### src/wc_consts.svh
// Constants for the word clock synchronisation and selection block.
// Function
// - Use word clock as reference only if preferred, auto mode on, valid.
// - Accept single or double speed input and adapt without any setting.
// - Light the lock indicator and report lock or sync on valid input.
// - Report word clock as auto-follow source while input is valid.
// - Measure the reference frequency in hardware and expose the value.
// - Drive the word clock output continuously at the used sample rate.
// - In master mode output the rate requested by host software.
// - In slave mode output the frequency of the selected input.
// - On reference loss go master at the nearest standard sample rate.
// - Word clock is a square wave at the audio sample rate.
// - Single-speed output option keeps output in 32 to 48 kHz range.
`ifndef WC_CONSTS_SVH
`define WC_CONSTS_SVH

`define WC_PER_W        12
`define WC_CLK_HZ       100000000
`define WC_FS_32K       32000
`define WC_FS_44K1      44100
`define WC_FS_48K       48000
`define WC_FS_88K2      88200
`define WC_FS_96K       96000
`define WC_PER_32K      12'(`WC_CLK_HZ / `WC_FS_32K)
`define WC_PER_44K1     12'(`WC_CLK_HZ / `WC_FS_44K1)
`define WC_PER_48K      12'(`WC_CLK_HZ / `WC_FS_48K)
`define WC_PER_88K2     12'(`WC_CLK_HZ / `WC_FS_88K2)
`define WC_PER_96K      12'(`WC_CLK_HZ / `WC_FS_96K)
`define WC_DS_MIN       12'h3e8
`define WC_DS_MAX       12'h640
`define WC_SS_MIN       12'h7d0
`define WC_SS_MAX       12'hc80
`define WC_TIMEOUT      12'hd48
`define WC_MID_SS_LO    12'h880
`define WC_MID_SS_HI    12'ha88
`define WC_MID_DS       12'h440
`define WC_LOCK_PERIODS 3'h4
`define WC_PER_ONE      12'h001
`define WC_RATE_DEF     3'h2

`endif

### src/wc_pkg.sv
// Types shared by the word clock synchronisation block.
package wc_pkg;
    typedef enum logic [2:0] {
        rate_32k  = 3'h0,
        rate_44k1 = 3'h1,
        rate_48k  = 3'h2,
        rate_88k2 = 3'h3,
        rate_96k  = 3'h4
    } rate_t;

    typedef enum logic [1:0] {
        lk_idle   = 2'h0,
        lk_check  = 2'h1,
        lk_locked = 2'h3,
        lk_lost   = 2'h2
    } lock_state_t;
endpackage

### src/wc_links_if.sv
// Interfaces between the selector, the period meter and the clock generator.
`timescale 1ns/10ps
interface wc_meter_if;
    logic        new_period;
    logic        timeout;
    logic [11:0] period;
    modport meter (output new_period, output timeout, output period);
    modport ctrl  (input new_period, input timeout, input period);
endinterface

interface wc_gen_if;
    logic [11:0] period;
    logic        wc_out;
    modport gen  (input period, output wc_out);
    modport ctrl (output period, input wc_out);
endinterface

### src/word_clock_sync_selector.sv
// Word clock input qualification, reference selection and output clock.
`timescale 1ns/10ps
`include "wc_consts.svh"
module word_clock_sync_selector (
    input  wire logic        i_clk,
    input  wire logic        i_rst_n,
    input  wire logic        i_word_clock_in,
    input  wire logic        i_pref_source_word,
    input  wire logic        i_auto_follow_clock_mode,
    input  wire logic [2:0]  i_host_rate,
    input  wire logic        i_single_speed_out,
    output logic             o_word_clock_out,
    output logic             o_word_clock_lock_indicator,
    output logic [1:0]       o_lock_status,
    output logic             o_auto_follow_source_status,
    output logic [11:0]      o_ref_period,
    output logic             o_ref_double_speed,
    output logic             o_master_mode,
    output logic             o_fallback_active
);
    wc_meter_if mif ();
    wc_gen_if   gif ();

    wc_period_meter u_meter (
        .i_clk           (i_clk),
        .i_rst_n         (i_rst_n),
        .i_word_clock_in (i_word_clock_in),
        .m               (mif.meter)
    );

    wc_clock_gen u_gen (
        .i_clk   (i_clk),
        .i_rst_n (i_rst_n),
        .g       (gif.gen)
    );

    wc_pkg::lock_state_t state;
    wc_pkg::lock_state_t next_state;
    logic [2:0]          good_cnt;
    logic                use_word;
    logic [11:0]         ref_period;
    logic                fallback;
    logic [2:0]          fallback_rate;
    logic [2:0]          host_rate_q;

    // Range check on the freshly measured period.
    wire [11:0] per = mif.period;
    wire in_ds = (per >= `WC_DS_MIN) && (per <= `WC_DS_MAX);
    wire in_ss = (per >= `WC_SS_MIN) && (per <= `WC_SS_MAX);
    wire good  = in_ds | in_ss;
    wire bad_edge = mif.new_period & ~good;
    wire good_edge = mif.new_period & good;
    wire drop  = bad_edge | mif.timeout;
    wire valid = (state == wc_pkg::lk_locked);

    // Reference selection needs all three conditions at once.
    wire sel_word = i_pref_source_word & i_auto_follow_clock_mode
                  & valid;

    always_comb
    begin
        next_state = state;
        case (state)
            wc_pkg::lk_idle:
                if (good_edge)
                    next_state = wc_pkg::lk_check;
            wc_pkg::lk_check:
                if (drop)
                    next_state = wc_pkg::lk_idle;
                else if (good_edge && good_cnt == `WC_LOCK_PERIODS - 3'h1)
                    next_state = wc_pkg::lk_locked;
            wc_pkg::lk_locked:
                if (drop)
                    next_state = wc_pkg::lk_lost;
            wc_pkg::lk_lost:
                next_state = wc_pkg::lk_idle;
            default:
                next_state = wc_pkg::lk_idle;
        endcase
    end

    // Nearest standard rate to the last reference, used after a loss.
    wire [11:0] rp = ref_period;
    wire [2:0] nearest =
        (rp >= `WC_SS_MIN)   ? ((rp >= `WC_MID_SS_HI) ? 3'(wc_pkg::rate_32k)
                              : (rp >= `WC_MID_SS_LO) ? 3'(wc_pkg::rate_44k1)
                              : 3'(wc_pkg::rate_48k))
      : (rp >= `WC_MID_DS)   ? 3'(wc_pkg::rate_88k2)
      : 3'(wc_pkg::rate_96k);

    wire lost_ref = (state == wc_pkg::lk_locked) & drop & use_word;
    wire host_chg = (i_host_rate != host_rate_q);

    wire [2:0] master_rate = fallback ? fallback_rate : i_host_rate;
    wire [11:0] master_per =
        (master_rate == 3'(wc_pkg::rate_32k))  ? `WC_PER_32K  :
        (master_rate == 3'(wc_pkg::rate_44k1)) ? `WC_PER_44K1 :
        (master_rate == 3'(wc_pkg::rate_88k2)) ? `WC_PER_88K2 :
        (master_rate == 3'(wc_pkg::rate_96k))  ? `WC_PER_96K  :
        `WC_PER_48K;

    // Slave mode copies the input period directly.
    wire [11:0] used_per = use_word ? ref_period : master_per;
    wire used_ds = (used_per < `WC_SS_MIN);
    // Doubling the period halves a double speed rate into 32 to 48 kHz.
    wire [11:0] out_per = (i_single_speed_out && used_ds)
                        ? (used_per << 1) : used_per;
    assign gif.period = out_per;

    always_ff @(posedge i_clk)
    begin
        if (!i_rst_n)
        begin
            state    <= wc_pkg::lk_idle;
            good_cnt <= 3'h0;
        end
        else
        begin
            state <= next_state;
            if (next_state != wc_pkg::lk_check)
                good_cnt <= 3'h0;
            else if (good_edge)
                good_cnt <= good_cnt + 3'h1;
        end
    end

    always_ff @(posedge i_clk)
    begin
        if (!i_rst_n)
            ref_period <= `WC_PER_48K;
        else if (good_edge)
            ref_period <= per;
    end

    // A loss arriving with a host rate change still wins: fallback is set.
    always_ff @(posedge i_clk)
    begin
        if (!i_rst_n)
        begin
            use_word      <= 1'b0;
            fallback      <= 1'b0;
            fallback_rate <= `WC_RATE_DEF;
            host_rate_q   <= `WC_RATE_DEF;
        end
        else
        begin
            use_word    <= sel_word & ~drop;
            host_rate_q <= i_host_rate;
            if (lost_ref)
            begin
                fallback      <= 1'b1;
                fallback_rate <= nearest;
            end
            else if (host_chg || sel_word)
                fallback <= 1'b0;
        end
    end

    always_ff @(posedge i_clk)
    begin
        if (!i_rst_n)
        begin
            o_word_clock_lock_indicator <= 1'b0;
            o_lock_status               <= 2'h0;
            o_auto_follow_source_status <= 1'b0;
            o_ref_period                <= 12'h000;
            o_ref_double_speed          <= 1'b0;
            o_master_mode               <= 1'b1;
            o_fallback_active           <= 1'b0;
            o_word_clock_out            <= 1'b0;
        end
        else
        begin
            o_word_clock_lock_indicator <= valid;
            o_lock_status <= {use_word, valid & ~use_word};
            o_auto_follow_source_status <= valid;
            o_ref_period       <= valid ? ref_period : 12'h000;
            o_ref_double_speed <= valid & (ref_period < `WC_SS_MIN);
            o_master_mode      <= ~use_word;
            o_fallback_active  <= fallback;
            o_word_clock_out   <= gif.wc_out;
        end
    end

    // A stalled output clock lets this run up to the loss timeout; no
    // legal half period comes near it, even with the period doubled.
    logic [11:0] out_hold;

    always_ff @(posedge i_clk)
    begin
        if (!i_rst_n || (o_word_clock_out != gif.wc_out))
            out_hold <= 12'h000;
        else if (out_hold != `WC_TIMEOUT)
            out_hold <= out_hold + `WC_PER_ONE;
    end
endmodule // word_clock_sync_selector

### src/wc_period_meter.sv
// Measures the word clock input period in system clock cycles.
`timescale 1ns/10ps
`include "wc_consts.svh"
module wc_period_meter (
    input  wire logic  i_clk,
    input  wire logic  i_rst_n,
    input  wire logic  i_word_clock_in,
    wc_meter_if.meter  m
);
    logic [2:0]  sync;
    logic [11:0] cnt;
    logic        new_period;
    logic        timeout;
    logic [11:0] period;

    // The pin passes two flops; the third stage only feeds edge detection.
    wire rise    = sync[1] & ~sync[2];
    wire at_lim  = (cnt == `WC_TIMEOUT);
    wire [11:0] cnt_inc = cnt + `WC_PER_ONE;

    always_ff @(posedge i_clk)
    begin
        if (!i_rst_n)
        begin
            sync       <= 3'h0;
            cnt        <= 12'h000;
            new_period <= 1'b0;
            timeout    <= 1'b0;
            period     <= 12'h000;
        end
        else
        begin
            sync       <= {sync[1:0], i_word_clock_in};
            new_period <= rise & ~at_lim;
            timeout    <= at_lim & ~timeout;
            if (rise)
            begin
                cnt    <= 12'h000;
                period <= cnt_inc;
            end
            else if (!at_lim)
                cnt <= cnt_inc;
        end
    end

    assign m.new_period = new_period;
    assign m.timeout    = timeout;
    assign m.period     = period;
endmodule // wc_period_meter

### src/wc_clock_gen.sv
// Square wave word clock generator with a period given in clock cycles.
`timescale 1ns/10ps
`include "wc_consts.svh"
module wc_clock_gen (
    input  wire logic i_clk,
    input  wire logic i_rst_n,
    wc_gen_if.gen     g
);
    logic [11:0] cnt;
    logic [11:0] cur_per;
    logic        wc;

    // A new period is taken only at wrap so the output never glitches.
    wire        wrap     = (cnt >= cur_per - `WC_PER_ONE);
    wire [11:0] next_cnt = wrap ? 12'h000 : cnt + `WC_PER_ONE;
    wire [11:0] half     = wrap ? (g.period >> 1) : (cur_per >> 1);

    always_ff @(posedge i_clk)
    begin
        if (!i_rst_n)
        begin
            cnt     <= 12'h000;
            cur_per <= `WC_PER_48K;
            wc      <= 1'b0;
        end
        else
        begin
            cnt <= next_cnt;
            if (wrap)
                cur_per <= g.period;
            wc <= (next_cnt < half);
        end
    end

    assign g.wc_out = wc;
endmodule // wc_clock_gen

### config.mk
export PLATFORM = sky130hd
export DESIGN_NAME = word_clock_sync_selector
export DESIGN_NICKNAME = d
export VERILOG_FILES = /design/src/wc_pkg.sv /design/src/wc_links_if.sv /design/src/word_clock_sync_selector.sv /design/src/wc_period_meter.sv /design/src/wc_clock_gen.sv
export VERILOG_INCLUDE_DIRS = /design/src
export SDC_FILE = /design/constraint.sdc
export NUM_CORES = 1
export LEC_CHECK = 0
export ABC_AREA = 0
export ABC_CLOCK_PERIOD_IN_PS = 4600
export BUFFER_PORTS_ARGS = -buffer_cell sky130_fd_sc_hd__buf_4
export CAP_MARGIN = 20
export CORE_MARGIN = 2
export CORE_UTILIZATION = 35
export CTS_BUF_LIST = sky130_fd_sc_hd__clkbuf_4
export CTS_CLUSTER_DIAMETER = 40
export DETAILED_ROUTE_END_ITERATION = 8
export GPL_TIMING_DRIVEN = 0
export SLEW_MARGIN = 20
export SYNTH_ARGS = -nofsm -noshare
export SYNTH_HDL_FRONTEND = slang
export SYNTH_SLANG_ARGS = --single-unit
### constraint.sdc
create_clock -name i_clk -period 4.6 [get_ports i_clk]
set_clock_uncertainty 0.15 [all_clocks]
set_input_delay 0.46 -clock i_clk [delete_from_list [all_inputs] [get_ports i_clk]]
set_output_delay 0.46 -clock i_clk [all_outputs]
set_load 0.005 [all_outputs]
==> run metrics, run 1 <==
outcome=completed; post-route minimum period=4.24 ns; Final Hold Viols=0; Worst EP required=4.85 ns; Slew Viols, Final=0; H-tree depth=3; Clock Pin Slew Worst Setup and Hold Paths=0.15 ns; final wirelength=11500 um; Power Total=1.44 mW; Worst Path Arrival=4.49 ns; post-synthesis sequential area ratio=40.0%; Final Util=40.3%; die area=0.0150 mm^2; placed insts=764; Tcrit/Tclk final=92.2%; #FFs+latches synth=98; HPWL Detailed=8790 um; syn avg cell area=8.79 um^2; total CTS buffers=9; vias in the first global route=3966; Async S/R FF share, synth=0%; unrepaired setup endpoints after global routing=false; worst path buffer plus inverter count=1; DRT iter0 DRCs=208; Setup CP Type=flip-flop to flip-flop; crit-path cells=or4_1 -> nor3_1 -> xnor2_1 -> ha_1 -> nand2_1 -> nand4b_1 -> a211oi_4 -> nor2_4 -> buf_4 -> mux2i_1 -> ha_1 -> a21oi_1 -> o21ai_1 -> o21ai_0 -> nand4b_1 -> nor4_2; Mapped Nets=595; Synth-to-Final Area Change=13.3%; Vias=4045; count of different cell masters after synthesis=55; Die Ht=122 um; die width=122 um; gr usage total=16.2%; Max-cap violations=0; CTS tree=done; PwrDens=259 mW/mm^2; initial antenna violation count=0; Netlist Area Pre-Place=0.00490 mm^2; synth warn=0; # DRC=0; worst-path fanout max=7; core area=0.0138 mm^2; Leak Pwr=2.30 nW; via-per-instance ratio=5.14; max incr delay on CP=0.56 ns; first-pass GRT wire length=19100 um; Critical Path Sink Type=flip-flop; worst rel slew slack=59.5%; ANT cells=0; Finished Layout Cells=787; Worst VDD drop=0.000138 V; fin nets=639; crit path max-delay cell type=or4_1; clock root buffer=clkbuf_4; Max Clock Freq=236 MHz; WL per Instance=14.6 um; largest net degree at the start of global routing=16; clk buf depth=2; cell row count=43; antenna-violating nets left=0; Initial Util=35.6%; GP Congestion=0.887; Ports=29; final hold slack=0.0972 ns; grt total ovfl=0; FF/Latch Area=0.00196 mm^2; final setup fails=0; multi-input logic area=0.00280 mm^2; CTS Sinks=98; hold crit path type=primary input to flip-flop; CP Launch Type=flip-flop; Skew-Pair Late Insertion Delay=0.48 ns; slew at the pin closest to its max-slew limit=0.604 ns; Main synth FF type=dfxtp_1; number of synthesized flops with an enable pin=0; pre-CTS setup slack=-0.256 ns; share of layout cells above drive strength 1=11.4%; First-pass DRT Iterations=5; PortBufs=26; Synth Instances=558; # fillers=1425; cell family with most CP delay=simple AND/OR/NAND/NOR gates; Final WS setup=0.360 ns
-- state kept, by name, indices dropped and copies added, names as in the netlist, 2 cells and up --
register          flops
fallback_rate         3
good_cnt              3
host_rate_q           3
o_lock_status         2
o_ref_period         12
ref_period           12
state                 2
u_gen.cnt            12
u_gen.cur_per        12
u_meter.cnt          12
u_meter.m.period     12
u_meter.sync          3
-- logic make-up after synthesis --
| group | after synthesis | share of synthesized area [%] |
|---|---|---|
| multiplexers | 28 | 5.79 |
| flip-flops | 98 | 40.0 |
| adder cells (fa/ha/maj) | 28 | 7.14 |
| AO/OA/AOI/OAI | 84 | 11.9 |
| AND/OR/NAND/NOR | 241 | 25.0 |
| XOR/XNOR | 36 | 6.43 |
| buffers and inverters | 43 | 3.78 |
-- through the flow --
stage               cell area, um^2  TNS (ns)
floorplan                      4900         0
global route                   5560         0
global placement               5320    -0.295
CTS                            5470         0
finish                         5560         0
detailed placement             5320    -0.256
-- cell usage in the layout, fill, tap and decap left out, types with 3 or more instances in the layout --
cell      synthesis  layout
and2_1           21      21
a21o_1            3       3
nand3_1          19      19
nand4_1          13      13
nand4b_1          3       3
xor2_1           16      16
nand2b_1         10      10
buf_4             1      34
nand3b_1          6       6
buf_2             4       4
mux2_2            3       3
mux2i_1          25      25
o211a_1          11      11
o21ai_0          32      29
o21ai_1           1       4
clkinv_2          0       4
nor3_1            8       8
xnor2_1          20      20
clkbuf_4          0      10
nor2b_1          10      10
a21oi_1           8       8
o31a_1            4       4
ha_1             28      28
clkbuf_1         19      17
o211ai_1          3       3
a211oi_1          4       3
nand2_1          56      56
nor3b_1           4       4
inv_1            16      16
nor2_1           67      66
dfxtp_1          98      98
o32ai_1           3       3
nor4_1            8       6
-- worst paths after layout --
| kind | cells after the start | startpoint | to | slack, ns |
|---|---|---|---|---|
| max | 16 | u_gen.cur_per[6] | u_gen.g.wc_out | 0.36 |
| min | 2 | i_host_rate[2] | host_rate_q[2] | 0.1 |
| max reg2reg | 16 | u_gen.cur_per[6] | u_gen.g.wc_out | 0.36 |
| min reg2reg | 1 | u_meter.sync[2] | u_meter.m.new_period | 0.27 |
-- area by class of cell --
| type | instances | area share [%] |
|---|---|---|
| multi-input combinational | 417 | 50.3 |
| sequential | 98 | 35.3 |
| clock inverter | 6 | 1.04 |
| inverter | 16 | 1.08 |
| buffer | 26 | 2.21 |
| timing repair buffer | 34 | 4.64 |
| clock buffer | 10 | 1.35 |
| tap | 180 | 4.05 |
-- metal layers --
layer,track usage (%),routed length (um),vias up
met5,0,0,-
met3,3.86,464,20
li1,-,-,2041
met1,21.5,5540,1914
met4,4.96,179,0
met2,26.0,5290,70
-- cell usage after synthesis (all sizes together) (2+ instances only) --
cell	number	share of area, %
nand4	13	1.7
nand2b	10	1.3
clkbuf	19	1.5
nor4	8	1.0
mux2i	25	5.1
nor2b	10	1.3
buf	8	1.1
o221ai	2	0.36
and3	2	0.26
o211ai	3	0.46
ha	28	7.1
or2	2	0.26
a211oi	4	0.61
o211a	11	2.2
nand4b	3	0.54
dfxtp	98	40
nor2	67	5.1
nor3b	5	0.87
o31ai	2	0.31
a21o	3	0.46
mux2	3	0.69
nor4b	2	0.36
o32ai	3	0.54
xor2	16	2.9
inv	16	1.2
o31a	4	0.71
a21oi	8	0.82
o21ai	33	3.4
nand2	56	4.3
and2	21	2.7
nand3b	6	0.92
o41a	2	0.46
nor4bb	3	0.61
or3	3	0.48
nand3	19	1.9
nor3	8	0.82
xnor2	20	3.6
o21a	2	0.31
-- timing repair --
item	4_1_cts	5_1_grt
setup buffers	0	7
endpoints found under the setup margin	1	1
gates resized for setup	4	10
pin swaps	0	2
endpoints found under the hold margin	0	1
hold buffers	0	1
-- power breakdown --
| group | internal [mW] | switching [mW] |
|---|---|---|
| logic | 0.0466 | 0.0601 |
| clock network | 0.168 | 0.284 |
| registers | 0.863 | 0.0159 |
| total | 1.08 | 0.360 |
Power figures use the tool's default switching activity.
==> run 2: changes to the inputs <==
--- a/config.mk
+++ b/config.mk
@@ -7,7 +7,7 @@
 export NUM_CORES = 1
 export LEC_CHECK = 0
 export ABC_AREA = 0
-export ABC_CLOCK_PERIOD_IN_PS = 4600
+export ABC_CLOCK_PERIOD_IN_PS = 3950
 export BUFFER_PORTS_ARGS = -buffer_cell sky130_fd_sc_hd__buf_4
 export CAP_MARGIN = 20
 export CORE_MARGIN = 2
@@ -16,6 +16,7 @@
 export CTS_CLUSTER_DIAMETER = 40
 export DETAILED_ROUTE_END_ITERATION = 8
 export GPL_TIMING_DRIVEN = 0
+export SKIP_LAST_GASP = 1
 export SLEW_MARGIN = 20
 export SYNTH_ARGS = -nofsm -noshare
 export SYNTH_HDL_FRONTEND = slang
==> constraint.sdc (replaced) <==
create_clock -name i_clk -period 3.95 [get_ports i_clk]
set_clock_uncertainty 0.15 [all_clocks]
set_input_delay 0.395 -clock i_clk [delete_from_list [all_inputs] [get_ports i_clk]]
set_output_delay 0.395 -clock i_clk [all_outputs]
set_load 0.005 [all_outputs]
==> run 2 against run 1 <==
  * The flow now finishes with violations (negative setup slack)
  * Die area unchanged
  * Maximum frequency up 7.3%
  * Critical path depth unchanged
  * First-iteration DRC count up 22%
  * Hold slack worse by 0.073 ns
  * Critical path type unchanged
  * Critical endpoint unchanged
  * Largest power group unchanged
==> run metrics, run 2 (synthesized netlist as in run 1, its figures left out) <==
final hold slack=0.0238 ns (was 0.0972 ns); GR peak layer=met2 (unchanged); Setup CP Type=flip-flop to flip-flop (unchanged); multi-input logic area=0.00298 mm^2 (was 0.00280 mm^2); PortBufs=26 (unchanged); commonest non-fill, non-tap cell in the layout=dfxtp_1 (unchanged); HPWL Detailed=8870 um (was 8790 um); Max-cap violations=0 (unchanged); gr usage total=16.1% (was 16.2%); antenna-violating nets left=0 (unchanged); worst rel slew slack=62.5% (was 59.5%); First-pass DRT Iterations=5 (unchanged); commonest non-fill, non-tap cells in the layout=dfxtp_1, nor2_1, nand2_1 (unchanged); worst-path fanout max=6 (was 7); failing checks=negative setup slack; Tcrit/Tclk final=100% (was 92.2%); PwrDens=290 mW/mm^2 (was 259 mW/mm^2); Ports=29 (unchanged); pre-CTS setup slack=-0.828 ns (was -0.256 ns); Final WS setup=-0.000205 ns (was 0.360 ns); Worst Path Arrival=4.21 ns (was 4.49 ns); via-per-instance ratio=5.14 (about the same); GP Congestion=0.851 (was 0.887); clk buf depth=2 (unchanged); die area=0.0150 mm^2 (unchanged); final wirelength=11800 um (was 11500 um); DRT iter0 DRCs=254 (was 208); ANT cells=0 (unchanged); H-tree depth=3 (unchanged); first-pass GRT wire length=19000 um (was 19100 um); total CTS buffers=9 (unchanged); # DRC=0 (unchanged); grt met2 use=26.1% (was 26.0%); largest net degree at the start of global routing=17 (was 16); CTS Sinks=98 (unchanged); fin nets=643 (was 639); cell row count=43 (unchanged); Die Ht=122 um (unchanged); WL per Instance=14.9 um (was 14.6 um); Worst EP required=4.21 ns (was 4.85 ns); Max Clock Freq=253 MHz (was 236 MHz); core area=0.0138 mm^2 (unchanged); hold crit path type=primary input to flip-flop (unchanged); clock root buffer=clkbuf_4 (unchanged); outcome=complete, but fails checks (was completed); unrepaired setup endpoints after global routing=true (was false); Critical Path Sink Type=flip-flop (unchanged); Vias=4068 (was 4045); Power Total=1.69 mW (was 1.44 mW); vias in the first global route=3987 (was 3966); CTS tree=done (unchanged); Final Hold Viols=0 (unchanged); M3 GR Usage=3.67% (was 3.86%); share of layout cells above drive strength 1=17.0% (was 11.4%); FF/Latch Area=0.00197 mm^2 (was 0.00196 mm^2); Synth-to-Final Area Change=18.6% (was 13.3%); slew at the pin closest to its max-slew limit=0.563 ns (was 0.604 ns); grt total ovfl=0 (unchanged); CP Launch Type=flip-flop (unchanged); # fillers=1391 (was 1425); final setup fails=1 (was 0); post-route minimum period=3.95 ns (was 4.24 ns); Clock Pin Slew Worst Setup and Hold Paths=0.15 ns (about the same); Slew Viols, Final=0 (unchanged); Worst VDD drop=0.000251 V (was 0.000138 V); die width=122 um (unchanged); initial antenna violation count=0 (unchanged); Skew-Pair Late Insertion Delay=0.49 ns (was 0.48 ns); Leak Pwr=2.36 nW (was 2.30 nW); Initial Util=35.6% (unchanged); met1 Use GR=21.0% (was 21.5%)
-- run 2: cell count changes in the layout (fill, tap and decap cells not counted), moves of 3 or more --
cell,change
nor2_2,+5
a21oi_1,-3
nand2_2,+4
dfxtp_2,+3
buf_6,+5
nor2_1,-5
a21oi_2,+3
ha_4,+3
ha_1,-3
mux2i_1,-4
nand2_1,-6
dfxtp_1,-5
-- run 2: worst paths after layout --
check / endpoint / slack, ns / from / depth (start not counted)
worst max-delay path: u_gen.g.wc_out / -0.0002 / u_gen.cur_per[6] / 16
worst min-delay path: host_rate_q[2] / 0.02 / i_host_rate[2] / 2
worst max register to register: u_gen.g.wc_out / -0.0002 / u_gen.cur_per[6] / 16
worst min register to register: u_meter.m.new_period / 0.29 / u_meter.sync[2] / 1
-- run 2: cell type report --
class                   count  share of cell area, %
flip-flops and latches     98                   33.9
repair buffers             37                   5.01
inverters                  16                   1.03
clock inverters             7                   1.18
clock buffers               9                   1.16
plain buffers              27                   2.58
well taps                 180                   3.87
multi-input cells         417                   51.2
-- run 2: power by group --
group	switching [mW]	internal [mW]	leakage, nW
clock	0.343	0.192	0.0737
combinational	0.0725	0.0550	1.49
sequential	0.0192	1.00	0.796
-- run 2: worst max-delay path, cell delays in order (launching register included) --
cell and delay (ns):
dfxtp_2 0.40, or4_1 0.60, nor3_4 0.14, xnor2_1 0.09
ha_1 0.32, nand2_2 0.08, nand4b_1 0.19, a211oi_4 0.24
nor2_2 0.09, buf_6 0.15, buf_6 0.14, mux2i_2 0.23
ha_1 0.28, and3_1 0.21, o21ai_1 0.09, nand4b_1 0.16
nor4_2 0.30
-- run 2: through the flow --
stage / cell area, um^2 / instances / setup TNS, ns / util (%)
floorplan: 4910 / 558 / 0 / -
global placement: 5330 / 764 / -0.745 / 38.7
detailed placement: 5330 / 764 / -0.828 / 38.7
CTS: 5610 / 788 / -0.109 / 40.7
global route: 5820 / 791 / -0.184 / 42.2
finish: 5820 / 791 / -0.000205 / 42.2
-- run 2: metal layers --
| layer | part of all wire, % | wire length [um] | vias to the layer above |
|---|---|---|---|
| met3 | 3.6 | 427 | 19 |
| met2 | 47 | 5550 | 57 |
| met1 | 47 | 5590 | 1945 |
| met5 | 0 | 0 | - |
| li1 | - | - | 2047 |
| met4 | 2.0 | 242 | 0 |
-- run 2: timing repair --
action,in CTS,in global routing
hold endpoints to repair,1,0
gates resized for setup,26,42
setup buffers,7,3
pin swaps,16,18
hold buffers,1,0
endpoints found under the setup margin,1,1
==> run 3: changes to the inputs <==
--- a/config.mk
+++ b/config.mk
@@ -16,6 +16,7 @@
 export CTS_CLUSTER_DIAMETER = 40
 export DETAILED_ROUTE_END_ITERATION = 8
 export GPL_TIMING_DRIVEN = 0
+export RECOVER_POWER = 25
 export SKIP_LAST_GASP = 1
 export SLEW_MARGIN = 20
 export SYNTH_ARGS = -nofsm -noshare
==> run 3 against run 2 <==
  * The run now ends clean
  * Clock-buffer cell count stayed put
  * First-iteration DRC count up 6.3%
  * Total power is 0.14% higher
  * Routed wire length is 0.15% higher
  * Final cell count did not move
  * Utilization fell by 0.055 points
  * Die area is the same
  * Clock power hardly changed
  * Sequential power is essentially flat
  * Critical path type unchanged
  * Largest power group unchanged
  * Sequential share of layout area about the same
==> run metrics, run 3 (synthesized netlist as in run 1, its figures left out) <==
H-tree depth=3 (unchanged); Reg-to-Reg End=u_gen.g.wc_out (unchanged); DRT iter0 DRCs=270 (was 254); post-route minimum period=3.94 ns (was 3.95 ns); worst hold path startpoint=i_host_rate[2] (unchanged); share of layout cells above drive strength 1=16.7% (was 17.0%); final hold slack=0.0120 ns (was 0.0238 ns); CTS Sinks=98 (unchanged); Die Ht=122 um (unchanged); Final Util=42.2% (about the same); Clock Pin Slew Worst Setup and Hold Paths=0.15 ns (about the same); clk buf depth=2 (unchanged); Final WS setup=0.00949 ns (was -0.000205 ns); commonest non-fill, non-tap cells in the layout=dfxtp_1, nor2_1, nand2_1 (unchanged); worst rel slew slack=62.3% (was 62.5%); initial antenna violation count=0 (unchanged); final wirelength=11800 um (about the same); CTS tree=done (unchanged); CP Launch Type=flip-flop (unchanged); antenna-violating nets left=0 (unchanged); crit path from=u_gen.cur_per[8] (was u_gen.cur_per[6]); ANT cells=0 (unchanged); die width=122 um (unchanged); PwrDens=291 mW/mm^2 (was 290 mW/mm^2); slew at the pin closest to its max-slew limit=0.565 ns (was 0.563 ns); Slew Viols, Final=0 (unchanged); worst reg2reg setup slack=0.009 ns (was -0.0002 ns); First-pass DRT Iterations=5 (unchanged); gr usage total=16.1% (unchanged); WL per Instance=14.9 um (about the same); die area=0.0150 mm^2 (unchanged); via-per-instance ratio=5.16 (was 5.14); clock root buffer=clkbuf_4 (unchanged); Ports=29 (unchanged); Initial Util=35.6% (unchanged); # DRC=0 (unchanged); Max-cap violations=0 (unchanged); Worst EP required=4.22 ns (was 4.21 ns); Tcrit/Tclk final=99.8% (was 100%); largest net degree at the start of global routing=17 (unchanged); hold crit path type=primary input to flip-flop (unchanged); outcome=completed (was complete, but fails checks); cell row count=43 (unchanged); core area=0.0138 mm^2 (unchanged); Max Clock Freq=254 MHz (was 253 MHz); unrepaired setup endpoints after global routing=true (unchanged); Worst Path Arrival=4.22 ns (was 4.21 ns); Synth-to-Final Area Change=18.4% (was 18.6%); Critical Path Sink Type=flip-flop (unchanged); commonest non-fill, non-tap cell in the layout=dfxtp_1 (unchanged); vias in the first global route=3987 (unchanged); final setup fails=0 (was 1); HPWL Detailed=8870 um (unchanged); Final Hold Viols=0 (unchanged); Worst VDD drop=0.000251 V (about the same); pre-CTS setup slack=-0.828 ns (unchanged); crit path max-delay cell type=or4_1 (unchanged); Skew-Pair Late Insertion Delay=0.50 ns (was 0.49 ns); fin nets=643 (unchanged); RR Startpoint=u_gen.cur_per[8] (was u_gen.cur_per[6]); grt total ovfl=0 (unchanged); PortBufs=26 (unchanged); Post-DP Area=0.00533 mm^2 (unchanged); total CTS buffers=9 (unchanged); GP Congestion=0.851 (unchanged); final instance area=0.00581 mm^2 (was 0.00582 mm^2); Vias=4078 (was 4068); crit-path cells=or4_1 -> nor3_4 -> xnor2_1 -> ha_1 -> nand2_2 -> nand4b_1 -> a211oi_4 -> nor2_2 -> buf_6 -> buf_6 -> mux2i_2 -> ha_1 -> and3_1 -> o21ai_1 -> nand4b_1 -> nor4_2 (unchanged); first-pass GRT wire length=19000 um (unchanged); Power Total=1.69 mW (about the same); path depth of the worst reg2reg path=16 (unchanged); max incr delay on CP=0.57 ns (was 0.60 ns); Setup CP Type=flip-flop to flip-flop (unchanged); Leak Pwr=2.34 nW (was 2.36 nW); Setup crit end=u_gen.g.wc_out (unchanged); worst-path fanout max=6 (unchanged)
[run 3: cell count changes in the layout (fill, tap and decap cells not counted)]
cell      delta
clkbuf_1     +3
buf_4       -14
clkbuf_4    +12
and2_0       +5
buf_1        -1
and2_1       -5
[run 3: worst min path at each step]
stage | endpoint | slack [ns] | cells past startpoint
after global routing | host_rate_q[2] | 0.01 | 2
final | host_rate_q[2] | 0.01 | 2
after floorplan | u_meter.m.new_period | 0.25 | 1
after CTS | host_rate_q[2] | 0.002 | 2
after detailed placement | u_meter.m.new_period | 0.28 | 1
after global placement | u_meter.m.new_period | 0.26 | 1
[run 3: through the flow]
stage	setup TNS (ns)	std cells
4_1_cts	-0.109	788
3_5_place_dp	-0.828	764
2_1_floorplan	0	558
5_1_grt	-0.184	791
3_3_place_gp	-0.745	764
6_report	0	791
[run 3: repair_timing]
item                                   in CTS  in global routing
endpoints found under the hold margin       1                  0
hold buffers                                1                  0
pin swaps                                  16                 18
resized for setup                          26                 42
buffers inserted                            7                  3
setup endpoints to repair                   1                  1
[run 3: critical path: cells and delay by family (launching register included)]
kind            cells  cell delay, ns
fa+ha+maj           2            0.60
mux                 1            0.23
flops               1            0.43
compound gates      2            0.33
buf+inv             2            0.29
xor+xnor            1            0.09
simple gates        8            1.74
[run 3: cell type report]
cell class	instances	area (um^2)
repair buffers	37	284
clock inverters	7	68.8
multi-input cells	417	2980
clock buffers	9	67.6
well taps	180	225
plain buffers	27	150
fillers	1393	7970
flip-flops and latches	98	1970
inverters	16	60.1
[run 3: power breakdown]
group / switching, mW / total, mW / leakage, nW / internal [mW]
logic: 0.0725 / 0.127 / 1.47 / 0.0545
clock network: 0.346 / 0.538 / 0.0737 / 0.192
registers: 0.0192 / 1.02 / 0.796 / 1.00
total: 0.438 / 1.69 / 2.34 / 1.25
[run 3: layer usage]
layer	up-vias	GRT usage, %	wire (um)
li1	2055	-	-
met1	1943	21.0	5600
met2	59	26.1	5530
met3	21	3.67	442
met4	0	5.96	255
met5	-	0	0
